===== src/logic/wake_common_pkg.sv =====
/*
 * Constants for the wake-up common register set: register indices,
 * field positions, reset values and widths.
 * Assumes a 32-bit APB slave where byte address = 4 * index.
 */
package wake_common_pkg;
    localparam int ADDR_W = 8;
    localparam int IDX_W  = 6;
    localparam logic [IDX_W-1:0] IDX_STATUS_A = 6'h00;
    localparam logic [IDX_W-1:0] IDX_STATUS_B = 6'h01;
    localparam logic [IDX_W-1:0] IDX_ENABLE_A = 6'h02;
    localparam logic [IDX_W-1:0] IDX_ENABLE_B = 6'h03;
    localparam logic [IDX_W-1:0] IDX_WAKE_CFG = 6'h04;
    localparam logic [IDX_W-1:0] IDX_DOUT_A   = 6'h08;
    localparam logic [IDX_W-1:0] IDX_DIN_A    = 6'h09;
    localparam logic [IDX_W-1:0] IDX_DOUT_B   = 6'h0A;
    localparam logic [IDX_W-1:0] IDX_DIN_B    = 6'h0B;
    localparam logic [IDX_W-1:0] IDX_COMMON_LAST = 6'h12;
    localparam logic [IDX_W-1:0] IDX_BANK_FIRST  = 6'h13;
    localparam logic [IDX_W-1:0] IDX_BANK_LAST   = 6'h1F;
    localparam logic [IDX_W-1:0] IDX_CLEAR_A  = 6'h20;
    localparam logic [IDX_W-1:0] IDX_CLEAR_B  = 6'h21;
    localparam logic [IDX_W-1:0] IDX_PIN_CFG  = 6'h22;
    localparam logic [IDX_W-1:0] IDX_IO_OE    = 6'h23;
    localparam int BANK_REGS  = 13;
    localparam int BANK_COUNT = 3;
    localparam int BANK_WORDS = BANK_REGS * BANK_COUNT;
    localparam logic [1:0] BANK_NONE = 2'h3;
    localparam int CFG_W         = 4;
    localparam int CFG_BANK_LO   = 0;
    localparam int CFG_SWAP_BIT  = 2;
    localparam int CFG_PULSE_BIT = 3;
    localparam int DOUT_A_W = 6;
    localparam int DOUT_B_W = 2;
    localparam int DIN_B_W  = 4;
    localparam int PCFG_OE_LO   = 0;
    localparam int PCFG_LOCK_LO = 2;
    localparam int STS_A_GPIO_BIT = 5;
    localparam logic [DOUT_B_W-1:0] DOUT_B_RESET = 2'h3;
    localparam int SYNC_W = 12;
endpackage : wake_common_pkg


===== src/logic/wake_common_regs.sv =====
/*
 * Common wake-up register set with standby data-in/data-out registers,
 * sticky event status, interrupt gating and a banked window.
 * Assumes an APB master on mclk; pins arrive asynchronously.
 */
// Implementation choice: register access over APB.
`timescale 1ns/1ps
module wake_common_regs (
    input  wire logic                                 mclk,
    input  wire logic                                 reset,
    input  wire logic                                 psel,
    input  wire logic                                 penable,
    input  wire logic                                 pwrite,
    input  wire logic [wake_common_pkg::ADDR_W-1:0]   paddr,
    input  wire logic [31:0]                          pwdata,
    output logic      [31:0]                          prdata,
    output logic                                      pready,
    output logic                                      pslverr,
    input  wire logic [7:0]                           wakeEventA,
    input  wire logic                                 softwareReset,
    input  wire logic [1:0]                           standbyEventInput,
    input  wire logic [wake_common_pkg::DOUT_A_W-1:0] standbyEventIoPinIn,
    output logic      [wake_common_pkg::DOUT_A_W-1:0] standbyEventIoPinOut,
    output logic      [wake_common_pkg::DOUT_A_W-1:0] standbyEventIoPinOe,
    input  wire logic [wake_common_pkg::DOUT_B_W-1:0] standbyOutputPinIn,
    output logic      [wake_common_pkg::DOUT_B_W-1:0] standbyOutputPinOut,
    output logic      [wake_common_pkg::DOUT_B_W-1:0] standbyOutputPinOe,
    input  wire logic [1:0]                           standbyInputPin,
    output logic                                      powerButtonPulseS3,
    output logic                                      swapKeyboardInputs,
    output logic      [1:0]                           bankSelect,
    output logic                                      wakeIrq
);
    import wake_common_pkg::*;

    ////////////////////////////////////////////////////////////////////////
    // Pin synchronisation
    logic [SYNC_W-1:0] pinLevel;
    logic [7:0]        eventLevel;
    logic [7:0]        eventLevelPrev;
    logic [DIN_B_W-1:0] dataInB;
    logic [7:0]        eventRise;

    pin_sync #(.WIDTH(SYNC_W)) u_pin_sync (
        .mclk  (mclk),
        .reset (reset),
        .din   ({standbyInputPin, standbyOutputPinIn, standbyEventInput, standbyEventIoPinIn}),
        .dout  (pinLevel)
    );

    assign eventLevel = pinLevel[7:0];
    assign dataInB    = pinLevel[11:8];
    assign eventRise  = eventLevel & ~eventLevelPrev;

    // Starts low: a pin high at reset counts as one rise
    always_ff @(posedge mclk or posedge reset) begin
        if (reset) begin
            eventLevelPrev <= 8'h00;
        end else begin
            eventLevelPrev <= eventLevel;
        end
    end

    ////////////////////////////////////////////////////////////////////////
    // APB decode
    logic [IDX_W-1:0] idx;
    logic setupPhase;
    logic accessPhase;
    logic writeStrobe;
    logic isCommon;
    logic isBank;
    logic isOwn;
    logic mapped;
    logic [IDX_W-1:0] bankOffset;
    logic [IDX_W-1:0] bankAddr;

    assign idx         = paddr[ADDR_W-1:2];
    assign setupPhase  = psel && !penable;
    assign accessPhase = psel && penable;
    assign isCommon    = idx <= IDX_COMMON_LAST;
    assign isBank      = idx >= IDX_BANK_FIRST && idx <= IDX_BANK_LAST;
    assign isOwn       = idx >= IDX_CLEAR_A && idx <= IDX_IO_OE;
    assign mapped      = isCommon || isBank || isOwn;
    assign writeStrobe = accessPhase && pwrite && mapped;
    assign pready      = 1'b1;
    // Reserved common holes answer without error
    assign pslverr     = accessPhase && !mapped;
    assign bankOffset  = idx - IDX_BANK_FIRST;
    assign bankAddr    = IDX_W'(bankSelect * BANK_REGS) + bankOffset;

    logic wrStatusClrA;
    logic wrStatusClrB;
    logic wrEnableA;
    logic wrEnableB;
    logic wrWakeCfg;
    logic wrDoutA;
    logic wrDoutB;
    logic wrPinCfg;
    logic wrIoOe;
    logic wrBank;

    assign wrStatusClrA = writeStrobe && idx == IDX_CLEAR_A;
    assign wrStatusClrB = writeStrobe && idx == IDX_CLEAR_B;
    assign wrEnableA    = writeStrobe && idx == IDX_ENABLE_A;
    assign wrEnableB    = writeStrobe && idx == IDX_ENABLE_B;
    assign wrWakeCfg    = writeStrobe && idx == IDX_WAKE_CFG;
    assign wrDoutA      = writeStrobe && idx == IDX_DOUT_A;
    assign wrDoutB      = writeStrobe && idx == IDX_DOUT_B;
    assign wrPinCfg     = writeStrobe && idx == IDX_PIN_CFG;
    assign wrIoOe       = writeStrobe && idx == IDX_IO_OE;
    assign wrBank       = writeStrobe && isBank && bankSelect != BANK_NONE;

    ////////////////////////////////////////////////////////////////////////
    // Status, enable and interrupt
    logic [7:0] statusA;
    logic [7:0] statusB;
    logic [7:0] enableA;
    logic [7:0] enableB;
    logic [7:0] setA;
    logic [7:0] clrA;
    logic [7:0] clrB;

    assign setA = wakeEventA | (8'(|(eventRise & enableB)) << STS_A_GPIO_BIT);
    assign clrA = wrStatusClrA ? pwdata[7:0] : 8'h00;
    assign clrB = wrStatusClrB ? pwdata[7:0] : 8'h00;

    // Set wins over a same-cycle clear
    always_ff @(posedge mclk or posedge reset) begin
        if (reset) begin
            statusA <= 8'h00;
            statusB <= 8'h00;
        end else begin
            statusA <= (statusA & ~clrA) | setA;
            statusB <= (statusB & ~clrB) | eventRise;
        end
    end

    always_ff @(posedge mclk or posedge reset) begin
        if (reset) begin
            enableA <= 8'h00;
            enableB <= 8'h00;
        end else begin
            if (wrEnableA) begin
                enableA <= pwdata[7:0];
            end
            if (wrEnableB) begin
                enableB <= pwdata[7:0];
            end
        end
    end

    assign wakeIrq = |(statusA & enableA) || |(statusB & enableB);

    ////////////////////////////////////////////////////////////////////////
    // Wake configuration
    logic [CFG_W-1:0] wakeCfg;

    always_ff @(posedge mclk or posedge reset) begin
        if (reset) begin
            wakeCfg <= '0;
        end else if (wrWakeCfg) begin
            wakeCfg <= pwdata[CFG_W-1:0];
        end
    end

    assign bankSelect         = wakeCfg[CFG_BANK_LO +: 2];
    assign swapKeyboardInputs = wakeCfg[CFG_SWAP_BIT];
    assign powerButtonPulseS3 = wakeCfg[CFG_PULSE_BIT];

    ////////////////////////////////////////////////////////////////////////
    // Standby data-out and pin configuration
    logic [DOUT_A_W-1:0] dataOutA;
    logic [DOUT_A_W-1:0] ioOe;
    logic [DOUT_B_W-1:0] dataOutB;
    logic [DOUT_B_W-1:0] outOe;
    logic [DOUT_B_W-1:0] outLock;
    logic [DOUT_B_W-1:0] next_dataOutB;

    always_ff @(posedge mclk or posedge reset) begin
        if (reset) begin
            dataOutA <= '0;
            ioOe     <= '0;
        end else begin
            if (wrDoutA) begin
                dataOutA <= pwdata[DOUT_A_W-1:0];
            end
            if (wrIoOe) begin
                ioOe <= pwdata[DOUT_A_W-1:0];
            end
        end
    end

    // Lock bits stay set until hardware reset
    always_ff @(posedge mclk or posedge reset) begin
        if (reset) begin
            outOe   <= '0;
            outLock <= '0;
        end else if (wrPinCfg) begin
            outOe   <= pwdata[PCFG_OE_LO +: DOUT_B_W];
            outLock <= outLock | pwdata[PCFG_LOCK_LO +: DOUT_B_W];
        end
    end

    // Lock outranks software reset, which outranks a write
    generate
        for (genvar b = 0; b < DOUT_B_W; b++) begin : g_dout_b
            always_comb begin
                next_dataOutB[b] = dataOutB[b];
                if (outLock[b]) begin
                    next_dataOutB[b] = dataOutB[b];
                end else if (softwareReset) begin
                    next_dataOutB[b] = DOUT_B_RESET[b];
                end else if (wrDoutB) begin
                    next_dataOutB[b] = pwdata[b];
                end
            end
        end
    endgenerate

    // Hardware reset reloads whatever the lock held
    always_ff @(posedge mclk or posedge reset) begin
        if (reset) begin
            dataOutB <= DOUT_B_RESET;
        end else begin
            dataOutB <= next_dataOutB;
        end
    end

    assign standbyOutputPinOut  = dataOutB;
    assign standbyOutputPinOe   = outOe;
    assign standbyEventIoPinOut = dataOutA;
    assign standbyEventIoPinOe  = ioOe;

    ////////////////////////////////////////////////////////////////////////
    // Banked window storage
    // Window writes with no bank selected are dropped
    logic [7:0] bankMem [0:BANK_WORDS-1];

    always_ff @(posedge mclk or posedge reset) begin
        if (reset) begin
            for (int i = 0; i < BANK_WORDS; i++) begin
                bankMem[i] <= 8'h00;
            end
        end else if (wrBank) begin
            bankMem[bankAddr] <= pwdata[7:0];
        end
    end

    ////////////////////////////////////////////////////////////////////////
    // Read data
    logic [7:0] readValue;
    logic [7:0] bankRead;

    assign bankRead = (bankSelect == BANK_NONE) ? 8'h00 : bankMem[bankAddr];

    always_comb begin
        readValue = 8'h00;
        unique case (idx)
            IDX_STATUS_A: readValue = statusA;
            IDX_STATUS_B: readValue = statusB;
            IDX_ENABLE_A: readValue = enableA;
            IDX_ENABLE_B: readValue = enableB;
            IDX_WAKE_CFG: readValue = 8'(wakeCfg);
            IDX_DOUT_A:   readValue = 8'(dataOutA);
            IDX_DIN_A:    readValue = eventLevel;
            IDX_DOUT_B:   readValue = 8'(dataOutB);
            IDX_DIN_B:    readValue = 8'(dataInB);
            IDX_PIN_CFG:  readValue = 8'({outLock, outOe});
            IDX_IO_OE:    readValue = 8'(ioOe);
            default:      readValue = isBank ? bankRead : 8'h00;
        endcase
    end

    // Latched in setup, stands through access
    always_ff @(posedge mclk or posedge reset) begin
        if (reset) begin
            prdata <= 32'h0000_0000;
        end else if (setupPhase) begin
            prdata <= {24'h00_0000, readValue};
        end
    end

    logic rdSetup;
    logic wrSetup;
    assign rdSetup = setupPhase && !pwrite;
    assign wrSetup = setupPhase && pwrite;
endmodule : wake_common_regs


===== src/logic/pin_sync.sv =====
/*
 * Two-stage synchroniser for a bus of independent pin levels.
 * Assumes each bit is a slow level; no bus coherence is given.
 */
`timescale 1ns/1ps
module pin_sync #(
    parameter int WIDTH = 1
) (
    input  wire logic             mclk,
    input  wire logic             reset,
    input  wire logic [WIDTH-1:0] din,
    output logic      [WIDTH-1:0] dout
);
    logic [WIDTH-1:0] stage1;

    always_ff @(posedge mclk or posedge reset) begin
        if (reset) begin
            stage1 <= '0;
            dout   <= '0;
        end else begin
            stage1 <= din;
            dout   <= stage1;
        end
    end
endmodule : pin_sync


===== config.mk =====
export PLATFORM = sky130hd
export DESIGN_NAME = wake_common_regs
export DESIGN_NICKNAME = d
export VERILOG_FILES = /design/src/logic/wake_common_pkg.sv /design/src/logic/wake_common_regs.sv /design/src/logic/pin_sync.sv
export SDC_FILE = /design/constraint.sdc
export NUM_CORES = 1
export LEC_CHECK = 0
export BUFFER_PORTS_ARGS = -buffer_cell sky130_fd_sc_hd__buf_2
export CAP_MARGIN = 20
export CORE_MARGIN = 4
export CORE_UTILIZATION = 47
export CTS_CLUSTER_DIAMETER = 50
export DETAILED_ROUTE_END_ITERATION = 10
export GPL_TIMING_DRIVEN = 0
export PLACE_DENSITY = 0.74
export RECOVER_POWER = 50
export SLEW_MARGIN = 20
export SYNTH_ARGS = -nofsm -noshare
export SYNTH_HDL_FRONTEND = slang
export SYNTH_SLANG_ARGS = --single-unit

===== constraint.sdc =====
create_clock -name mclk -period 32.4 [get_ports mclk]
set_input_delay 6.48 -clock mclk [delete_from_list [all_inputs] [get_ports mclk]]
set_output_delay 6.48 -clock mclk [all_outputs]
set_load 0.03 [all_outputs]

==> run summary, run 1 <==
Die Wd = 207 µm
Post-synth ARST share = 100%
Share of cells above drive strength 1 = 40.0%
Residual DRC = 0
Post-Layout Cell Count = 2002
Worst-Margin Slew = 5.58 ns
Clock slew at reported path FFs = 0.06 ns
Crit path arrival time = 18.58 ns
Seq/Total Area, Yosys = 54.7%
Mean Syn Cell Area = 14.2 µm²
CP startpoint kind = primary input
Relative slew margins = -272%
RSZ-0062 raised after global routing = no
Vias = 12300
Drt initial violations = 1090
WL/cell = 25.7 µm
Worst-path fanout max = 109
Total GRT Usage = 24.5%
Initial antenna violation count = 4
Number of global-route vias before repair = 13000
I/O pins = 121
Placeable Area = 0.0388 mm²
Initial core utilization = 47.9%
CTS Root Cell = clkbuf_16
Status = complete, but fails checks
Final Max Tran Viols = 415
Number of synthesized register bits = 406
Max Cap Violations = 5
Clock Sinks = 406
Mapped cell area = 0.0186 mm²
First-pass GRT wire length = 78.9 mm
CP Data Required Time = 31.81 ns
Crit end category = asynchronous set/reset pin
Sum Neg Setup Slack = 0 ns
Maximum vdd drop = 35.9 µV
Failing checks = max-capacitance violations, max-slew violations
PostCTS Resize Cnt = 0
CTS tree = built
Unique masters post-synth = 54
Placed Instances = 1920
Static Leakage = 10.1 nW
Clk_skew = 0.0199 ns
Hold Path Class = flip-flop to flip-flop
Minimum clock period = 19.17 ns
Die area = 0.0428 mm²
Clk_lat worst skew = 0.58 ns
Final worst path period share = 59.2%
Kind of critical path = primary input to asynchronous set/reset pin
Setup bufs post-CTS = 0
Final core utilization = 54.8%
EDFF count, synth = 0
Via density = 6.12
Num CTS Buffers = 46
Synth-to-layout area growth = 14.5%
Net count, final = 1529
Die Y = 207 µm
Total Power = 1.21 mW
Synth Warn # = 0
Primary FF master, synth = dfrtp_1
Port Buffers = 62
PD cells = 57.0 mW/mm²
Row Count = 72
Grt total ovfl = 0
Hold Buf Count CTS = 0
Routed Antenna Nets = 0
Deepest level of the CTS H-tree = 2
GPL Wtd Cong = 0.901
Hpwl dp = 34.9 mm
Syn Inst Count = 1313
# setup viols final = 0
Worst-case clock buffer depth = 3
Largest net degree at the start of global routing = 110
Max Fclk = 52.2 MHz
Final hold violation count = 0
Detailed-route wire length = 51.5 mm
DRT Pass-1 Iters = 5
[final cells by class]
class / count / area, µm²
antenna: 1 / 2.50
buffer: 99 / 479
clock buffer: 64 / 1350
clock inverter: 17 / 308
fill: 3125 / 17600
inverter: 5 / 20.0
multi-input combinational: 826 / 8020
sequential: 406 / 10200
tap: 518 / 648
timing repair buffer: 66 / 289
[per-layer routing]
metal | GRT usage, % | up-vias | wire, µm
met4 | 9.92 | 4 | 2240
met3 | 6.36 | 137 | 4530
met5 | 0 | - | 23
li1 | - | 5116 | -
met1 | 32.3 | 6436 | 20200
met2 | 39.3 | 566 | 24500
[logic make-up after synthesis]
kind of cell | after synthesis | share of synthesized area [%]
AOI/OAI and AO/OA | 160 | 6.19
xor gates and xnor gates | 9 | 0.424
other | 2 | 0.0404
and+or+nand+nor | 186 | 4.90
muxes | 433 | 30.1
adders and majority gates | 13 | 0.956
DFF | 406 | 54.7
buffers and inverters | 104 | 2.68
[metrics by stage]
step / hold slack (ns) / instance area, µm² / worst slack, ns
after floorplan: 0.331 / 18700 / 14.63
after global placement: 0.333 / 19600 / 10.88
after detailed placement: 0.336 / 19700 / 18.54
after CTS: 0.349 / 21400 / 18.53
after global routing: 0.357 / 21300 / 10.34
final: 0.347 / 21300 / 13.23
[cells in the final DEF, fill, tap and decap left out, types with 8 or more instances in the layout]
cell	n
clkbuf_8	11
mux2i_1	9
mux2_2	354
clkbuf_1	93
buf_2	44
ha_1	11
a22oi_1	55
buf_4	25
mux4_2	65
dfrtp_1	404
nor2_2	16
a21oi_1	18
o22ai_1	20
buf_1	9
o221ai_1	8
clkbuf_16	47
bufinv_16	8
nand3_1	8
nand2_1	84
nor2_1	25
o21ai_0	8
nor2b_1	13
conb_1	25
a21o_1	19
[state kept, by name, summed over array words and instances, names as in the netlist, 8 cells and up]
| register | flops |
|---|---|
| prdata | 8 |
| u_pin_sync.dout | 12 |
| eventLevelPrev | 8 |
| bankMem | 312 |
| statusA | 8 |
| enableA | 8 |
| u_pin_sync.stage1 | 12 |
| enableB | 8 |
| statusB | 8 |
[synth_stat cells, types with 3 or more instances]
library cell	count	share of area, %
dfrtp_1	404	54
mux2_2	354	21
nand2_1	84	1.7
mux4_2	65	7.9
a22oi_1	55	2.2
clkbuf_1	54	1.1
buf_4	25	1.0
nor2_1	25	0.51
o22ai_1	20	0.67
a21o_1	19	0.77
a21oi_1	18	0.48
nor2_2	16	0.54
nor2b_1	13	0.44
buf_2	11	0.30
ha_1	11	0.74
buf_1	9	0.18
mux2i_1	9	0.48
nand3_1	8	0.22
o21ai_0	8	0.22
o221ai_1	8	0.38
a2111oi_0	7	0.33
a221oi_1	7	0.33
a22o_1	6	0.28
and3_1	5	0.17
mux2_1	5	0.30
nand2b_1	5	0.17
nand4_1	5	0.17
xor2_1	5	0.24
inv_1	4	0.081
xnor2_1	4	0.19
and2_0	3	0.10
and2_1	3	0.10
nor3_1	3	0.081
nor3_2	3	0.16
o21ai_1	3	0.081
or2_2	3	0.10
[where the power goes]
| group | leakage, nW | total, mW | switching, mW | internal [mW] |
|---|---|---|---|---|
| sequential | 5.48 | 0.530 | 0.00943 | 0.521 |
| clock | 0.810 | 0.567 | 0.213 | 0.355 |
| combinational | 3.80 | 0.115 | 0.0807 | 0.0347 |
[worst max-delay path, cell delays in order]
cell and delay, ns:
clkbuf_1 0.08, clkinvlp_2 1.37, clkbuf_1 2.51, clkbuf_1 4.05
clkbuf_1 3.93
[final timing paths]
path,startpoint,endpoint,slack (ns),cells past startpoint
max,reset,bankMem[241],13.23,5
min,u_pin_sync.stage1[3],u_pin_sync.dout[3],0.35,0
min in group asynchronous,reset,wakeCfg[3],6.54,2
max reg2reg,wakeCfg[1],bankMem[129],27.55,10
min reg2reg,u_pin_sync.stage1[3],u_pin_sync.dout[3],0.35,0
max in group mclk,paddr[5],pslverr,18.53,4
No activity file was read; power rests on OpenSTA's default activity.
==> inputs of run 2 (changes only) <==
- PLACE_DENSITY: 0.74 -> 0.77
- clock period: 32.4 -> 15.6 ns (I/O delays scaled with it)
==> run 2 against run 1 <==
  * The flow still finishes with violations (max-capacitance violations, max-slew violations)
  * Routed wire length is 2.2% lower
  * Count of clock-buffer cells in the layout fell by 5
  * Setup slack got worse by 6.0 ns
  * Critical path depth shrank 2
  * Design area about the same
  * Clock power rose by 96%
  * Clock skew grew 0.0088 ns
  * Register-to-register slack lost 17 ns
  * Highest routed layer unchanged
==> run summary, run 2 (synthesis results as in run 1) <==
Synth-to-layout area growth = 14.6% (was 14.5%)
Clock Sinks = 406 (unchanged)
Num CTS Buffers = 45 (was 46)
Net count, final = 1528 (was 1529)
Pint = 1.82 mW (was 910 µW)
Routed Antenna Nets = 0 (unchanged)
PostCTS Resize Cnt = 0 (unchanged)
Worst-case clock buffer depth = 3 (unchanged)
Residual DRC = 0 (unchanged)
I/O pins = 121 (unchanged)
Hold WS = 0.343 ns (was 0.347 ns)
Top reg by flops = bankMem (unchanged)
Clk_skew = 0.0287 ns (was 0.0199 ns)
Total Power = 2.45 mW (was 1.21 mW)
Commonest cells after routing, fill and taps aside = dfrtp_1, mux2_2, nand2_1 (was dfrtp_1, mux2_2, clkbuf_1)
Failing checks = max-capacitance violations, max-slew violations (unchanged)
CTS tree = built (unchanged)
Hold Buf Count CTS = 0 (unchanged)
Worst-path fanout max = 90 (was 109)
FILL cells = 3101 (was 3125)
Max reg flops = 312 (unchanged)
WHS Path Cells = 0 (unchanged)
Largest regs = bankMem: 312 flops, u_pin_sync.dout: 12 flops, u_pin_sync.stage1: 12 flops (unchanged)
Static Leakage = 10.2 nW (was 10.1 nW)
Max Fclk = 119 MHz
Crit end category = asynchronous set/reset pin (unchanged)
CP startpoint kind = primary input (unchanged)
Detailed-route wire length = 50.4 mm (was 51.5 mm)
Initial antenna violation count = 4 (unchanged)
FF-to-FF path depth = 10 (unchanged)
GPL Wtd Cong = 0.919 (was 0.901)
Total GRT Usage = 23.6% (was 24.5%)
First-pass GRT wire length = 76.6 mm (was 78.9 mm)
Relative slew margins = -216% (was -272%)
Clock slew at reported path FFs = 0.06 ns (about the same)
Vias = 12200 (was 12300)
CP Data Required Time = 15.12 ns (was 31.81 ns)
WL/cell = 25.1 µm (was 25.7 µm)
Clk network pwr share = 45.1% (was 46.8%)
PD cells = 115 mW/mm² (was 57.0 mW/mm²)
Row Count = 72 (unchanged)
Via density = 6.08 (was 6.12)
Final Max Tran Viols = 220 (was 415)
Initial core utilization = 47.9% (unchanged)
CTS Root Cell = clkbuf_16 (unchanged)
Grt total ovfl = 0 (unchanged)
Crit path arrival time = 7.90 ns (was 18.58 ns)
Max Cap Violations = 3 (was 5)
Post-route setup slack = 7.22 ns (was 13.23 ns)
Die Wd = 207 µm (unchanged)
Setup bufs post-CTS = 0 (unchanged)
Die area = 0.0428 mm² (unchanged)
Number of global-route vias before repair = 12700 (was 13000)
Share of cells above drive strength 1 = 42.4% (was 40.0%)
Final hold violation count = 0 (unchanged)
DRT Pass-1 Iters = 6 (was 5)
Combinational power share = 10.0% (was 9.5%)
Drt initial violations = 1314 (was 1090)
Sw Ratio = 25.7% (was 25.0%)
Final worst path period share = 53.7%
Final core utilization = 54.8% (about the same)
Hpwl dp = 34.7 mm (was 34.9 mm)
Placeable Area = 0.0388 mm² (unchanged)
Share of power burned in registers = 44.9% (was 43.7%)
Minimum clock period = 8.38 ns
Port Buffers = 62 (unchanged)
Clk_lat worst skew = 0.56 ns (was 0.58 ns)
Largest net degree at the start of global routing = 107 (was 110)
Hold Path Class = flip-flop to flip-flop (unchanged)
Commonest non-fill, non-tap cell in the layout = dfrtp_1 (unchanged)
Maximum vdd drop = 71.0 µV (was 35.9 µV)
Kind of critical path = primary input to asynchronous set/reset pin (unchanged)
Status = complete, but fails checks (unchanged)
Worst-Margin Slew = 4.75 ns (was 5.58 ns)
Die Y = 207 µm (unchanged)
RSZ-0062 raised after global routing = no (unchanged)
# setup viols final = 0 (unchanged)
Deepest level of the CTS H-tree = 2 (unchanged)
DP Worst Slack = 8.21 ns (was 18.54 ns)
Switching pwr = 629 µW (was 303 µW)
## run 2: final cells by class
cell class / instances / area (µm²) / share of cell area [%]
Clock buffer: 59 / 1310 / 6.16
Inverter: 5 / 20.0 / 0.0940
Antenna cell: 2 / 5.00 / 0.0235
Tap cell: 518 / 648 / 3.04
Multi-Input combinational cell: 826 / 8020 / 37.7
Clock inverter: 24 / 264 / 1.24
Sequential cell: 406 / 10200 / 47.7
Buffer: 99 / 479 / 2.25
Timing Repair Buffer: 66 / 373 / 1.75
## run 2: path summary, 6_finish.rpt
path	endpoint	slack, ns	startpoint
worst min register to register	u_pin_sync.dout[1]	0.34	u_pin_sync.stage1[1]
worst max-delay path	bankMem[120]	7.22	reset
min in group asynchronous	u_pin_sync.stage1[9]	3.13	reset
worst max register to register	bankMem[131]	10.77	wakeCfg[1]
worst min-delay path	u_pin_sync.dout[1]	0.34	u_pin_sync.stage1[1]
max in group mclk	pslverr	8.32	paddr[5]
## run 2: metal layers
| layer | global-route usage [%] | wire length, µm | up-vias |
|---|---|---|---|
| met3 | 5.17 | 4210 | 169 |
| met1 | 31.8 | 20500 | 6317 |
| li1 | - | - | 5124 |
| met5 | 0 | 28 | - |
| met2 | 37.2 | 23100 | 586 |
| met4 | 10.7 | 2540 | 4 |
## run 2: power groups by stage
stage                     Combinational [mW]  Sequential [mW]  Clock [mW]
after detailed placement               0.241             1.12           0
after CTS                              0.243             1.10        1.11
after floorplan                        0.148             1.12           0
final                                  0.244             1.10        1.11
after global routing                   0.260             1.10        1.17
after global placement                 0.231             1.12           0
## run 2: stage by stage
step	setup TNS [ns]	instance area, µm²	cells
6_report	0	21300	2005
5_1_grt	0	21300	2003
4_1_cts	0	21300	2003
3_5_place_dp	0	19700	1920
3_3_place_gp	-965.04	19600	1916
2_1_floorplan	0	18700	1336
## run 2: critical path, cell delays in order
cell and delay (ns):
buf_2 0.10, clkinvlp_2 1.18, clkbuf_1 3.40
